`config.mk`:
```
export PLATFORM = sky130hd
export DESIGN_NAME = mazf_top
export DESIGN_NICKNAME = d
export VERILOG_FILES = /design/src/verilog/mazf_pkg.sv /design/src/verilog/mazf_sample_buf.sv /design/src/verilog/mazf_top.sv /design/src/verilog/mazf_zone_det.sv
export SDC_FILE = /design/constraint.sdc
export NUM_CORES = 1
export LEC_CHECK = 0
export ABC_AREA = 1
export BUFFER_PORTS_ARGS = -buffer_cell sky130_fd_sc_hd__buf_2
export CELL_PAD_IN_SITES_DETAIL_PLACEMENT = 0
export CELL_PAD_IN_SITES_GLOBAL_PLACEMENT = 1
export CORE_MARGIN = 3
export CORE_UTILIZATION = 29
export DETAILED_ROUTE_END_ITERATION = 6
export PLACE_DENSITY_LB_ADDON = 0.12
export SYNTH_ARGS = -nofsm -noshare
export SYNTH_HDL_FRONTEND = slang
export SYNTH_HIERARCHICAL = 1
export SYNTH_SLANG_ARGS = --single-unit
```
`constraint.sdc`:
```
create_clock -name core_clk -period 2.8 [get_ports core_clk]
set_clock_uncertainty 0.05 [all_clocks]
set_input_delay 0.28 -clock core_clk [delete_from_list [all_inputs] [get_ports core_clk]]
set_output_delay 0.28 -clock core_clk [all_outputs]
set_load 0.005 [all_outputs]
```
`src/verilog/mazf_pkg.sv`:
```
// Package: constants, register map and state codes of the median/average zone filter
package mazf_pkg;

  // ==========================================================================
  // Widths and sizes
  localparam int unsigned DATA_W  = 12;
  localparam int unsigned DEPTH   = 16;
  localparam int unsigned ADDR_W  = 4;
  localparam int unsigned CNT_W   = 5;
  localparam int unsigned SUM_W   = 17;
  localparam int unsigned NZONE   = 3;

  // ==========================================================================
  // Channel codes from the converter sequencer
  localparam logic [2:0] CH_X     = 3'h0;
  localparam logic [2:0] CH_Y     = 3'h1;
  localparam logic [2:0] CH_Z1    = 3'h2;
  localparam logic [2:0] CH_Z2    = 3'h3;
  localparam logic [2:0] CH_AUX   = 3'h4;
  localparam logic [2:0] CH_TSNGL = 3'h5;
  localparam logic [2:0] CH_TDIFF = 3'h6;

  // ==========================================================================
  // Filter size tables, indexed by the two-bit codes
  localparam logic [3:0][4:0] AVG_N   = {5'h10, 5'h08, 5'h04, 5'h01};
  localparam logic [3:0][2:0] AVG_SH  = {3'h4, 3'h3, 3'h2, 3'h0};
  localparam logic [3:0][3:0] MED_MID = {4'h7, 4'h3, 4'h1, 4'h0};
  localparam logic [3:0][3:0] HALF_W  = {4'h0, 4'h3, 4'h1, 4'h0};
  localparam logic [3:0][2:0] COMB_SH = {3'h0, 3'h3, 3'h2, 3'h0};

  // ==========================================================================
  // Zone select codes
  localparam logic [1:0] ZONE_HIGH = 2'h0;
  localparam logic [1:0] ZONE_MID  = 2'h1;
  localparam logic [1:0] ZONE_LOW  = 2'h2;

  // ==========================================================================
  // Register byte offsets
  localparam logic [5:0] OFS_CFG      = 6'h00;
  localparam logic [5:0] OFS_ZONE     = 6'h04;
  localparam logic [5:0] OFS_STATUS   = 6'h08;
  localparam logic [5:0] OFS_RESULT   = 6'h0C;
  localparam logic [5:0] OFS_THR_BASE = 6'h10;
  localparam logic [5:0] OFS_THR_LAST = 6'h24;
  localparam logic [5:0] THR_STRIDE   = 6'h08;
  localparam logic [5:0] THR_HI_OFS   = 6'h04;

  // ==========================================================================
  // Reset values
  localparam logic [3:0]        CFG_RST    = 4'h0;
  localparam logic [8:0]        ZONE_RST   = 9'h000;
  localparam logic [DATA_W-1:0] THR_LO_RST = 12'h000;
  localparam logic [DATA_W-1:0] THR_HI_RST = 12'hFFF;

  // ==========================================================================
  // Sequencer states, one-hot
  typedef enum logic [4:0] {
    ST_IDLE = 5'b00001,
    ST_PIV  = 5'b00010,
    ST_PLD  = 5'b00100,
    ST_CMP  = 5'b01000,
    ST_ACC  = 5'b10000
  } mazf_state_e;

  // Merge a bus write into an old value under byte enables
  function automatic logic [31:0] mazf_be_merge(input logic [31:0] old_v,
                                                input logic [31:0] new_v,
                                                input logic [3:0]  be);
    logic [31:0] r;
    r = old_v;
    for (int b = 0; b < 4; b++) begin
      if (be[b]) begin
        r[b*8 +: 8] = new_v[b*8 +: 8];
      end
    end
    return r;
  endfunction : mazf_be_merge

endpackage : mazf_pkg

```
`src/verilog/mazf_sample_buf.sv`:
```
// Sample buffer: one write port, one registered read port
`timescale 1ns/1ps
module mazf_sample_buf
  import mazf_pkg::*;
(
  input  wire logic                core_clk, // Clock
  input  wire logic                wr_en,    // Write strobe
  input  wire logic [ADDR_W-1:0]   wr_addr,  // Write index
  input  wire logic [DATA_W-1:0]   wr_data,  // Write value
  input  wire logic [ADDR_W-1:0]   rd_addr,  // Read index
  output logic      [DATA_W-1:0]   rd_data   // Read value, one cycle later
);
  logic [DATA_W-1:0] mem [DEPTH];

  always_ff @(posedge core_clk) begin
    if (wr_en) begin
      mem[wr_addr] <= wr_data;
    end
  end

  always_ff @(posedge core_clk) begin
    rd_data <= mem[rd_addr];
  end
endmodule : mazf_sample_buf

```
`src/verilog/mazf_top.sv`:
```
// Median/average filter with zone detection and Avalon-MM register slave
// Notes on behaviour
// - Each result is filtered first, then the filtered value goes to zone detection.
// - Filter acts as median only, average only, or median then average.
// - The N collected results are ordered by value before selection.
// - Median size one and window one pass the single result unchanged.
// - Median one, window above one: average W results, N equals W.
// - Median above one, window one: output middle of M sorted results.
// - Both above one: average middle W of M, median counted twice.
// - Median code 00/01/10/11 selects M of 1, 3, 7, 15.
// - With M one, window code selects W of 1, 4, 8, 16.
// - With M above one, codes select W 1, 3, 7, and W below M.
// - Any invalid combination falls back to median only at programmed size.
// - The filter applies to every input: touch, both temperatures, auxiliary.
// - Zone detector keeps results meeting two-threshold condition and alerts.
// - Zones: at or above high, strictly between, at or below low.
// - Auxiliary and both temperatures have own thresholds and own enables.
// - Touch coordinate results never undergo zone comparison.
// - A zone hit drives the alert pin low and sets its ready flag.
`timescale 1ns/1ps
module mazf_top
  import mazf_pkg::*;
(
  input  wire logic                        core_clk,                   // 25 MHz clock
  input  wire logic                        rst_n,                      // Sync reset, low
  input  wire logic [5:0]                  avs_address,                // Byte address
  input  wire logic                        avs_read,                   // Read request
  input  wire logic                        avs_write,                  // Write request
  input  wire logic [31:0]                 avs_writedata,              // Write data
  input  wire logic [3:0]                  avs_byteenable,             // Byte lanes
  output logic      [31:0]                 avs_readdata,               // Read data
  output logic                             avs_waitrequest,            // Wait
  input  wire logic                        smp_valid,                  // Sample offered
  input  wire logic [mazf_pkg::DATA_W-1:0] smp_data,                   // Sample value
  input  wire logic [2:0]                  smp_chan,                   // Sample channel
  output logic                             smp_ready,                  // Sample taken
  output logic                             res_valid,                  // Result pulse
  output logic      [mazf_pkg::DATA_W-1:0] res_data,                   // Filtered result
  output logic      [2:0]                  res_chan,                   // Result channel
  output logic                             touch_or_ready_alert_pin_n  // Alert, low
);
  import mazf_pkg::*;

  // ==========================================================================
  // Registers and state
  logic [1:0]              median_size, window_size;
  logic [NZONE-1:0]        zone_en;
  logic [NZONE-1:0][1:0]   zone_sel;
  logic [DATA_W-1:0]       thr_lo [NZONE];
  logic [DATA_W-1:0]       thr_hi [NZONE];
  logic [NZONE-1:0]        result_ready_flag;
  mazf_state_e             state;
  logic [CNT_W-1:0]        cnt;
  logic [CNT_W-1:0]        idx_i, idx_j;
  logic [3:0]              rank;
  logic [DATA_W-1:0]       pivot;
  logic [SUM_W-1:0]        sum;
  logic [2:0]              burst_chan;
  logic [CNT_W-1:0]        eff_n;
  logic [3:0]              eff_lo, eff_hi, eff_mid;
  logic                    eff_dbl;
  logic [2:0]              eff_sh;
  logic                    out_go;
  logic [DATA_W-1:0]       first_smp;
  // ==========================================================================
  // Effective filter configuration from the size codes
  logic [CNT_W-1:0] next_n;
  logic [3:0]       next_lo, next_hi, next_mid;
  logic             next_dbl;
  logic [2:0]       next_sh;
  always_comb begin
    next_mid = MED_MID[median_size];
    next_dbl = 1'b0;
    next_sh  = 3'h0;
    if (median_size == 2'h0) begin
      next_n  = AVG_N[window_size];
      next_lo = 4'h0;
      next_hi = 4'(next_n - 5'h01);
      next_sh = AVG_SH[window_size];
    end else begin
      next_n  = {next_mid, 1'b1};
      next_lo = next_mid;
      next_hi = next_mid;
      if (window_size != 2'h0 && window_size < median_size) begin
        next_lo  = next_mid - HALF_W[window_size];
        next_hi  = next_mid + HALF_W[window_size];
        next_dbl = 1'b1;
        next_sh  = COMB_SH[window_size];
      end
    end
  end
  // ==========================================================================
  // Sample buffer
  logic              accept, last_smp, less;
  logic [CNT_W-1:0]  n_cur;
  logic [ADDR_W-1:0] rd_addr;
  logic [DATA_W-1:0] rd_data;
  assign accept   = (state == ST_IDLE) && smp_valid && smp_ready;
  assign n_cur    = (cnt == 5'h00) ? next_n : eff_n;
  assign last_smp = (5'(cnt + 5'h01) == n_cur);
  assign rd_addr  = (state == ST_PIV) ? idx_i[ADDR_W-1:0] : idx_j[ADDR_W-1:0];
  // Ties break on index, so equal samples get distinct ranks
  assign less     = (rd_data < pivot) || ((rd_data == pivot) &&
                    (5'(idx_j - 5'h01) < idx_i));
  mazf_sample_buf u_buf (
    .core_clk (core_clk),
    .wr_en    (accept),
    .wr_addr  (cnt[ADDR_W-1:0]),
    .wr_data  (smp_data),
    .rd_addr  (rd_addr),
    .rd_data  (rd_data)
  );
  // Latch the configuration at the first sample of each burst
  always_ff @(posedge core_clk) begin
    if (!rst_n) begin
      eff_n      <= 5'h01;
      eff_lo     <= 4'h0;
      eff_hi     <= 4'h0;
      eff_mid    <= 4'h0;
      eff_dbl    <= 1'b0;
      eff_sh     <= 3'h0;
      burst_chan <= CH_X;
      first_smp  <= 12'h000;
    end else if (accept && cnt == 5'h00) begin
      eff_n      <= next_n;
      eff_lo     <= next_lo;
      eff_hi     <= next_hi;
      eff_mid    <= next_mid;
      eff_dbl    <= next_dbl;
      eff_sh     <= next_sh;
      burst_chan <= smp_chan;
      first_smp  <= smp_data;
    end
  end
  // ==========================================================================
  // Rank each sample against all others, accumulate the selected ranks
  always_ff @(posedge core_clk) begin
    if (!rst_n) begin
      state     <= ST_IDLE;
      cnt       <= 5'h00;
      idx_i     <= 5'h00;
      idx_j     <= 5'h00;
      rank      <= 4'h0;
      pivot     <= 12'h000;
      sum       <= 17'h0_0000;
      smp_ready <= 1'b0;
      out_go    <= 1'b0;
    end else begin
      out_go <= 1'b0;
      case (state)
        ST_IDLE: begin
          smp_ready <= 1'b1;
          if (accept) begin
            cnt <= 5'(cnt + 5'h01);
            if (last_smp) begin
              smp_ready <= 1'b0;
              idx_i     <= 5'h00;
              sum       <= 17'h0_0000;
              state     <= ST_PIV;
            end
          end
        end
        ST_PIV: begin
          idx_j <= 5'h00;
          state <= ST_PLD;
        end
        ST_PLD: begin
          pivot <= rd_data;
          rank  <= 4'h0;
          idx_j <= 5'h01;
          state <= ST_CMP;
        end
        ST_CMP: begin
          rank  <= 4'(rank + {3'h0, less});
          idx_j <= 5'(idx_j + 5'h01);
          if (idx_j == eff_n) begin
            state <= ST_ACC;
          end
        end
        ST_ACC: begin
          if (rank >= eff_lo && rank <= eff_hi) begin
            if (eff_dbl && rank == eff_mid) begin
              sum <= 17'(sum + {pivot, 1'b0});
            end else begin
              sum <= 17'(sum + {5'h00, pivot});
            end
          end
          if (idx_i == 5'(eff_n - 5'h01)) begin
            cnt       <= 5'h00;
            out_go    <= 1'b1;
            smp_ready <= 1'b1;
            state     <= ST_IDLE;
          end else begin
            idx_i <= 5'(idx_i + 5'h01);
            state <= ST_PIV;
          end
        end
        default: begin
          state <= ST_IDLE;
        end
      endcase
    end
  end
  // ==========================================================================
  // Result, zone detection and alert
  logic [DATA_W-1:0] filt;
  logic [NZONE-1:0]  hit, flag_set, flag_clr, next_flag;
  assign filt = DATA_W'(sum >> eff_sh);
  generate
    for (genvar k = 0; k < NZONE; k++) begin : g_zone
      mazf_zone_det u_zone (
        .value  (filt),
        .thr_lo (thr_lo[k]),
        .thr_hi (thr_hi[k]),
        .zone   (zone_sel[k]),
        .hit    (hit[k])
      );
      // Touch channels never match a zone index
      assign flag_set[k] = out_go && zone_en[k] && hit[k] &&
                           (burst_chan == 3'(CH_AUX + k));
      always_ff @(posedge core_clk) begin
        if (!rst_n) begin
          thr_lo[k] <= THR_LO_RST;
          thr_hi[k] <= THR_HI_RST;
        end else if (avs_write && !avs_waitrequest) begin
          if (avs_address == 6'(OFS_THR_BASE + k * THR_STRIDE)) begin
            thr_lo[k] <= DATA_W'(mazf_be_merge({20'h0_0000, thr_lo[k]},
                                               avs_writedata, avs_byteenable));
          end else if (avs_address == 6'(OFS_THR_BASE + k * THR_STRIDE + THR_HI_OFS)) begin
            thr_hi[k] <= DATA_W'(mazf_be_merge({20'h0_0000, thr_hi[k]},
                                               avs_writedata, avs_byteenable));
          end
        end
      end
    end
  endgenerate
  always_ff @(posedge core_clk) begin
    if (!rst_n) begin
      res_valid <= 1'b0;
      res_data  <= 12'h000;
      res_chan  <= CH_X;
    end else begin
      res_valid <= out_go;
      if (out_go) begin
        res_data <= filt;
        res_chan <= burst_chan;
      end
    end
  end
  // A new hit wins over a simultaneous write-one-to-clear
  assign flag_clr  = (avs_write && !avs_waitrequest && avs_address == OFS_STATUS &&
                      avs_byteenable[0]) ? avs_writedata[NZONE-1:0] : 3'h0;
  assign next_flag = (result_ready_flag & ~flag_clr) | flag_set;
  always_ff @(posedge core_clk) begin
    if (!rst_n) begin
      result_ready_flag          <= 3'h0;
      touch_or_ready_alert_pin_n <= 1'b1;
    end else begin
      result_ready_flag          <= next_flag;
      touch_or_ready_alert_pin_n <= ~|next_flag;
    end
  end
  // ==========================================================================
  // Avalon-MM slave: one wait cycle, then the answer
  logic [31:0] rd_mux;
  logic [5:0]  thr_ofs;
  logic [1:0]  thr_idx;
  assign thr_ofs = 6'(avs_address - OFS_THR_BASE);
  assign thr_idx = thr_ofs[4:3];
  always_comb begin
    if (avs_address == OFS_CFG) begin
      rd_mux = {28'h000_0000, median_size, window_size};
    end else if (avs_address == OFS_ZONE) begin
      rd_mux = {22'h00_0000, zone_sel, 1'b0, zone_en};
    end else if (avs_address == OFS_STATUS) begin
      rd_mux = {28'h000_0000, state != ST_IDLE, result_ready_flag};
    end else if (avs_address == OFS_RESULT) begin
      rd_mux = {17'h0_0000, res_chan, 12'(res_data)};
    end else if (avs_address >= OFS_THR_BASE && avs_address <= OFS_THR_LAST &&
                 avs_address[1:0] == 2'h0) begin
      rd_mux = {20'h0_0000, thr_ofs[2] ? thr_hi[thr_idx] : thr_lo[thr_idx]};
    end else begin
      rd_mux = 32'h0000_0000;
    end
  end
  always_ff @(posedge core_clk) begin
    if (!rst_n) begin
      avs_waitrequest <= 1'b1;
      avs_readdata    <= 32'h0000_0000;
    end else begin
      avs_waitrequest <= !((avs_read || avs_write) && avs_waitrequest);
      if (avs_read && avs_waitrequest) begin
        avs_readdata <= rd_mux;
      end
    end
  end
  always_ff @(posedge core_clk) begin
    if (!rst_n) begin
      median_size <= CFG_RST[3:2];
      window_size <= CFG_RST[1:0];
      zone_en     <= ZONE_RST[2:0];
      zone_sel    <= ZONE_RST[8:3];
    end else if (avs_write && !avs_waitrequest && avs_byteenable[0]) begin
      if (avs_address == OFS_CFG) begin
        median_size <= avs_writedata[3:2];
        window_size <= avs_writedata[1:0];
      end else if (avs_address == OFS_ZONE) begin
        zone_en     <= avs_writedata[2:0];
        zone_sel    <= {avs_writedata[9:8], avs_writedata[7:6], avs_writedata[5:4]};
      end
    end
  end
endmodule : mazf_top

```
`src/verilog/mazf_zone_det.sv`:
```
// Zone comparator for one thresholded channel
`timescale 1ns/1ps
module mazf_zone_det
  import mazf_pkg::*;
(
  input  wire logic [DATA_W-1:0] value,  // Filtered result
  input  wire logic [DATA_W-1:0] thr_lo, // Low threshold
  input  wire logic [DATA_W-1:0] thr_hi, // High threshold
  input  wire logic [1:0]        zone,   // Zone select
  output logic                   hit     // Result lies in the zone
);
  always_comb begin
    case (zone)
      ZONE_HIGH: hit = (value >= thr_hi);
      ZONE_MID:  hit = (value > thr_lo) && (value < thr_hi);
      ZONE_LOW:  hit = (value <= thr_lo);
      default:   hit = 1'b0;
    endcase
  end
endmodule : mazf_zone_det
```
# Word-level counts from Yosys, hierarchy flattened
# Memories as Yosys holds them, arrays and structs flattened. A register that Yosys moved wholly into a read port is not among the register bits.
# Cells that the tools add are included.
[word_totals]
reg_bits = 145
output_inout_bits = 51
mem_count = 3
ramBits = 264
[op_classes]
eq_ne = 35
bitwise_logic = 10
add_sub_neg = 12
mux = 145
n_reduce_logical = 52
n_lt_le_gt_ge = 21
shift = 1
[memory_table]
columns = ["memory", "depth", "width", "read_ports", "rd_ports_with_merged_regs", "write_ports", "line_no", "source"]
rows = [
  ["u_buf.mem", 16, 12, 1, 1, 1, "mazf_sample_buf.sv:13", "logic [DATA_W-1:0] mem [DEPTH];"],
  ["thr_hi", 3, 12, 4, 0, 3, "mazf_top.sv:50", "logic [DATA_W-1:0] thr_hi [NZONE];"],
  ["thr_lo", 3, 12, 4, 0, 3, "mazf_top.sv:49", "logic [DATA_W-1:0] thr_lo [NZONE];"],
]
[ops]
columns = ["op", "n"]
rows = [
  ["2-to-1 mux 8 bit", 27],
  ["2-to-1 mux 4 bit", 34],
  ["2-to-1 mux 12 bit", 8],
  ["2-to-1 mux 17 bit", 4],
  ["2-to-1 mux 15 bit", 4],
  ["2-to-1 mux 5 bit", 11],
  ["< comparator 12 bit", 4],
  [">= comparator 12 bit", 3],
  ["> comparator 12 bit", 3],
  ["<= comparator 12 bit", 3],
  ["2-to-1 mux 1 bit", 36],
  ["case mux 17 bit (2 select lines)", 1],
  ["logical AND 1 bit", 27],
  ["case mux 5 bit (5 select lines)", 1],
  ["== test 6 x 5 -> 1 bit, second input constant", 4],
  ["case mux 5 bit (2 select lines)", 2],
  ["adder 17 x 12 -> 17 bit", 1],
  ["adder 17 x 13 -> 17 bit", 1],
  [">> shifter 17 x 3 -> 12 bit", 1],
  ["binary-select mux 4 bit (select 2 bit)", 2],
  ["adder 5 x 1 -> 5 bit, second input constant", 3],
  ["== test 5 bit", 3],
  ["2-to-1 mux 3 bit", 5],
  ["case mux 5 bit (3 select lines)", 1],
  ["50 further kinds", 87],
]

# Logic depth before layout (Yosys ltp)
[depth]
word_depth = 10
depth_mapped = 24

# Modules after synthesis
# The synthesis kept the hierarchy.
[by_module_without_submodules]
columns = ["mod", "area_each_um2", "instances", "cells_per_inst"]
rows = [
  ["mazf_top", 12319.3, 1, 1714],
  ["mazf_sample_buf", 8562.0, 1, 813],
  ["mazf_zone_det", 747.0, 3, 125],
]

# Least setup slack after synthesis
# Ideal clock, no wire load.
[synth_timing]
path_kind = "reg2reg"
start = "register sum[13]"
end = "register touch_or_ready_alert_pin_n"
setup_ps = 119
t_required_ps = 2631
t_arrival_ps = 2908
path_stages_with_launch = 17
path_slack_ps = -277
synth_period_minus_slack_ps = 3077
path_cell_list = "dfxtp_1 > clkbuf_1 > inv_1 > o21ai_0 > o21ai_0 > o21ai_0 > ha_1 > a21o_1 > nor2_1 > nand2_1 > nor2_2 > nand4_1 > nand3_2 > nand4_1 > or2_2 > a21oi_1 > nor3_1"
[synth_via]
elab_chain_len = 9
elab_cells_between_ends = 28
[synth_rtl]
columns = ["element", "line_no", "source"]
rows = [
  ["from (decl)", "mazf_top.sv:57", "logic [SUM_W-1:0] sum;"],
  ["from (signal assigned)", "mazf_top.sv:183", "sum <= 17'(sum + {pivot, 1'b0});"],
  ["from (signal assigned)", "mazf_top.sv:185", "sum <= 17'(sum + {5'h00, pivot});"],
  [">> shifter 17 x 3 -> 12 bit (*)", "mazf_top.sv:208", "assign filt = DATA_W'(sum >> eff_sh);"],
  ["named net filt[11]", "mazf_top.sv:206", "logic [DATA_W-1:0] filt;"],
  ["> comparator 12 bit or < comparator 12 bit (tied branches)", "mazf_zone_det.sv:15", "ZONE_MID: hit = (value > thr_lo) && (value < thr_hi);"],
  ["logical AND 1 bit", "mazf_zone_det.sv:15", ""],
  ["case mux 1 bit (3 select lines) (*)", "mazf_zone_det.sv:13", "case (zone)"],
  ["named net hit[1]", "mazf_top.sv:207", "logic [NZONE-1:0] hit, flag_set, flag_clr, next_flag;"],
  ["logical AND 1 bit (*) (2 in series)", "mazf_top.sv:219", "assign flag_set[k] = out_go && zone_en[k] && hit[k] &&"],
  ["bitwise OR 3 bit (*)", "mazf_top.sv:253", "assign next_flag = (result_ready_flag & ~flag_clr) | flag_set;"],
  ["OR reduction 3 bit (*)", "mazf_top.sv:260", "touch_or_ready_alert_pin_n <= ~|next_flag;"],
  ["logical NOT 1 bit (*)", "mazf_top.sv:260", ""],
  ["to (signal assigned)", "mazf_top.sv:260", ""],
  ["to (decl)", "mazf_top.sv:40", "output logic touch_or_ready_alert_pin_n"],
]
# The timed path passes the listed nets; every way through them passes the cells marked *.
# A chain may end at the register's enable or synchronous reset.

# Worst setup path after layout
[layout_timing]
start = "register eff_sh[0]"
end = "register touch_or_ready_alert_pin_n"
[layout_via]
elab_chain_len = 9
elab_cells_between_ends = 28
[layout_rtl]
columns = ["element", "line_no", "source"]
rows = [
  ["from (decl)", "mazf_top.sv:62", "logic [2:0] eff_sh;"],
  ["from (signal assigned)", "mazf_top.sv:130", "eff_sh <= next_sh;"],
  [">> shifter 17 x 3 -> 12 bit (*)", "mazf_top.sv:208", ""],
  ["named net filt[11]", "mazf_top.sv:206", ""],
  ["> comparator 12 bit or < comparator 12 bit (tied branches)", "mazf_zone_det.sv:15", ""],
  ["logical AND 1 bit", "mazf_zone_det.sv:15", ""],
  ["case mux 1 bit (3 select lines) (*)", "mazf_zone_det.sv:13", ""],
  ["named net hit[1]", "mazf_top.sv:207", ""],
  ["logical AND 1 bit (*) (2 in series)", "mazf_top.sv:219", ""],
  ["bitwise OR 3 bit (*)", "mazf_top.sv:253", ""],
  ["OR reduction 3 bit (*)", "mazf_top.sv:260", ""],
  ["logical NOT 1 bit (*)", "mazf_top.sv:260", ""],
]
# Marks and branches as above.

==> flow_summary.ini <==
[clock_tree]
cts_max_level = 2
cts_root_buf = clkbuf_16
clk_latency_ns = 0.61
cts_tree = done
cts_inserted_buffers = 51
cts.sinks = 402
cts_max_path_buffers = 3
clk_pin_slew_ns = 0.06

[floorplan]
die_w_um = 288.4
core_mm2 = 0.07823
dieArea_mm2 = 0.08315
die_h_um = 288.4
boundaryPins = 113
core.rowCount = 102
start_util = 0.2956

[detailed_routing]
routedWlPerCell_um = 17.65
vias_per_cell = 4.555
dr.pass1.iters = 6
drt-initial-drc-count = 1024
drtAntennaViolNets = 0
drc = 0
vias = 19250
wirelength_um = 74590

[final_layout]
seq_area_mm2 = 0.01070
stdcell_area_mm2 = 0.02866
postLayoutCoreUtil = 0.3663
nNetsFinal = 3346
instances_no_fill = 4225
post_route_cells_drive_above_1_share = 0.1778
fillerInstances = 8047
synthToLayoutAreaGrowth_pct = 23.94
multi_input_area_mm2 = 0.01085

[sta]
finalCriticalPeriod_ns = 2.901
relSlewSlack = 0.4770
rsz0062_at_grt = true
finalMaxSlewViolations = 0
setup_slack_ns = -0.1007
hold_violations = 0
post-route-period-util = 1.036
whs_ns = 0.03303
tightest_slew_ns = 0.7836
setup_viol = 1
max_freq_mhz = 344.7

[worst_hold_path]
holdPathStages = 3
holdCritPathClass = in -> reg
hp-start = avs_writedata[6]

[placed_design]
placed_cells = 4098
place_hpwl_um = 55230
post-place-ws_ns = -0.4095
port_buffers = 73
place_area_mm2 = 0.02578
place.gp.congestion = 0.8582

[pwr]
ir_drop_mv = 0.4355
leakagePower_uw = 0.01283
power_density_mw_per_mm2 = 645.7

[grt]
track_usage = 0.1779
grt_pass1_wl_um = 113700
first_global_vias = 18910
grt_antenna_before_repair = 2
grt_overflow = 0
grt_max_degree = 56

[setup_path]
critPathMaxStageDelay_ns = 0.39
worstSetupEndpointType = flop
r2r_slack_ns = -0.10
required_ns = 3.26
worstSetupStartpointType = flop
crit_path_end = touch_or_ready_alert_pin_n
reg2regPathDepth = 18
cp.arrival_ns = 3.36
path_class = reg -> reg
timing.rr.end = touch_or_ready_alert_pin_n
cp-startpoint = eff_sh[0]
r2r-start = eff_sh[0]
crit_chain = buf_8 -> nand2_2 -> nand3_2 -> o21ai_4 -> buf_6 -> o21ai_4 -> buf_12 -> ha_4 -> a21o_1 -> nor2_1 -> nand2_1 -> nor2_2 -> nand4_1 -> nand3_2 -> nand4_1 -> or2_4 -> a21oi_2 -> nor3_2
cp_slowest_cell = dfxtp_4
cp_max_fo = 7

[flow_run]
maxCapViolations = 0

[run_status]
outcome = finished, violations left
violations = setup timing

[logic_synthesis]
synth.yosys.seq_area_share = 0.4623
synthDistinctLibCells = 55
synth_edf_count = 264
netlist_area_mm2 = 0.02312
ys_warn_count = 6
synthFlopType = edfxtp_1
ys_ff_latch = 402
syn_area_per_cell_um2 = 7.968
netlist_instances = 2902
async_reset_ff_frac = 0
-- worst min-delay path by stage --
stage	endpoint	slack, ns
6_report	zone_sel[2]	0.03
5_1_grt	u_buf/mem[2][0]	0.02
4_1_cts	zone_sel[2]	0.0007
3_5_place_dp	avs_readdata[4]	0.40
3_3_place_gp	avs_waitrequest	0.38
2_1_floorplan	u_buf/mem[0][0]	0.33
-- cell usage in the layout (no fill, tap or decap), types with 9 or more instances in the layout --
cell type / synthesis / layout
nor2_4: 8 / 13
clkbuf_16: 0 / 51
buf_2: 24 / 73
buf_12: 0 / 10
buf_6: 9 / 18
dfxtp_1: 138 / 133
buf_4: 22 / 168
nand3_1: 243 / 240
inv_1: 453 / 448
nand2_2: 31 / 45
inv_2: 17 / 20
nor3_1: 13 / 12
edfxtp_1: 264 / 264
nor2_1: 197 / 188
clkbuf_1: 54 / 16
nand3_2: 7 / 9
ha_1: 138 / 114
nand2_4: 6 / 13
conb_1: 1 / 17
a21oi_2: 13 / 18
o211ai_1: 17 / 17
nand2_1: 799 / 778
ha_4: 0 / 24
nor2_2: 14 / 18
xor2_1: 10 / 10
o21ai_0: 131 / 105
xnor2_1: 15 / 15
a21oi_1: 147 / 142
dlygate4sd3_1: 0 / 20
nand4_1: 30 / 30
or2_2: 11 / 10
o21ai_4: 0 / 17
-- flip-flops by register name (all words and copies together), names as in the netlist, 6 cells and up --
name,flops
sum,17
thr_lo,36
u_buf/rd_data,12
pivot,12
zone_sel,6
u_buf/mem,192
avs_readdata,15
thr_hi,36
res_data,12
-- cell usage after synthesis (9+ instances only) --
cell type,n,area [um^2]
nand2_1,799,2999
inv_1,453,1700
edfxtp_1,264,7928
nand3_1,243,1216
nor2_1,197,739.5
a21oi_1,147,735.7
dfxtp_1,138,2763
ha_1,138,1727
o21ai_0,131,655.6
clkbuf_1,54,202.7
nand2_2,31,193.9
nand4_1,30,187.7
buf_2,24,120.1
buf_4,22,165.2
inv_2,17,63.81
o211ai_1,17,127.6
xnor2_1,15,131.4
nor2_2,14,87.58
a21oi_2,13,113.9
nor3_1,13,65.06
a31oi_1,11,68.82
or2_2,11,68.82
xor2_1,10,87.58
buf_1,9,33.78
buf_6,9,101.4
-- worst max-delay path: cells and delay by family, from the launching register on --
family / cells / cell delay, ns
and+or+nand+nor: 10 / 1.14
AOI/OAI and AO/OA: 4 / 0.58
buffers and inverters: 3 / 0.42
DFF: 1 / 0.39
adders and majority gates: 1 / 0.20
-- metal layers --
layer | vias up | track usage | share of wire
met1 | 8941 | 0.2373 | 0.46
li1 | 9861 | - | -
met3 | 101 | 0.02265 | 0.035
met5 | - | 0 | 0.00017
met4 | 2 | 0.04534 | 0.022
met2 | 341 | 0.3045 | 0.48
-- logic make-up (layout without fill, tap and decap cells) --
logic type,Yosys count,count (layout),synth area share
AOI/OAI and AO/OA,362,362,0.08815
xor gates and xnor gates,25,25,0.009470
adders and majority gates,141,141,0.07727
buffers and inverters,595,861,0.1045
DFF,402,402,0.4623
muxes,1,1,0.0004329
other,1,18,0.0001622
and+or+nand+nor,1375,1375,0.2577
-- timing repair --
item                       4_1_cts  5_1_grt
resized for setup              119       51
setup endpoints to repair        6        7
hold buffers                    20        0
setup buffers                   12        2
pin swaps                       60       38
hold endpoints to repair       151        0
-- stage by stage --
step                      total power [uW]   TNS, ns
final                                18500   -0.1007
after global routing                 19600   -0.6986
after CTS                            18620  -0.08400
after detailed placement             11100    -1.237
after global placement               11070   -0.9564
after floorplan                       9244         0
-- report_power, final --
group / switching (uW) / total, uW / internal [uW] / leakage (uW)
combinational: 2870 / 4980 / 2100 / 0.00852
clock: 2750 / 6820 / 4070 / 0.000840
sequential: 161 / 6710 / 6550 / 0.00347
total: 5780 / 18500 / 12700 / 0.0128
-- layout make-up --
cell class	count	area share
clock inverters	19	0.01048
multi-input cells	1921	0.3785
clock buffers	75	0.05047
flip-flops and latches	402	0.3733
inverters	475	0.06239
repair buffers	292	0.07937
diodes	1	0.00008732
well taps	1040	0.04541
Note: power is estimated with default switching activity, not from simulation.
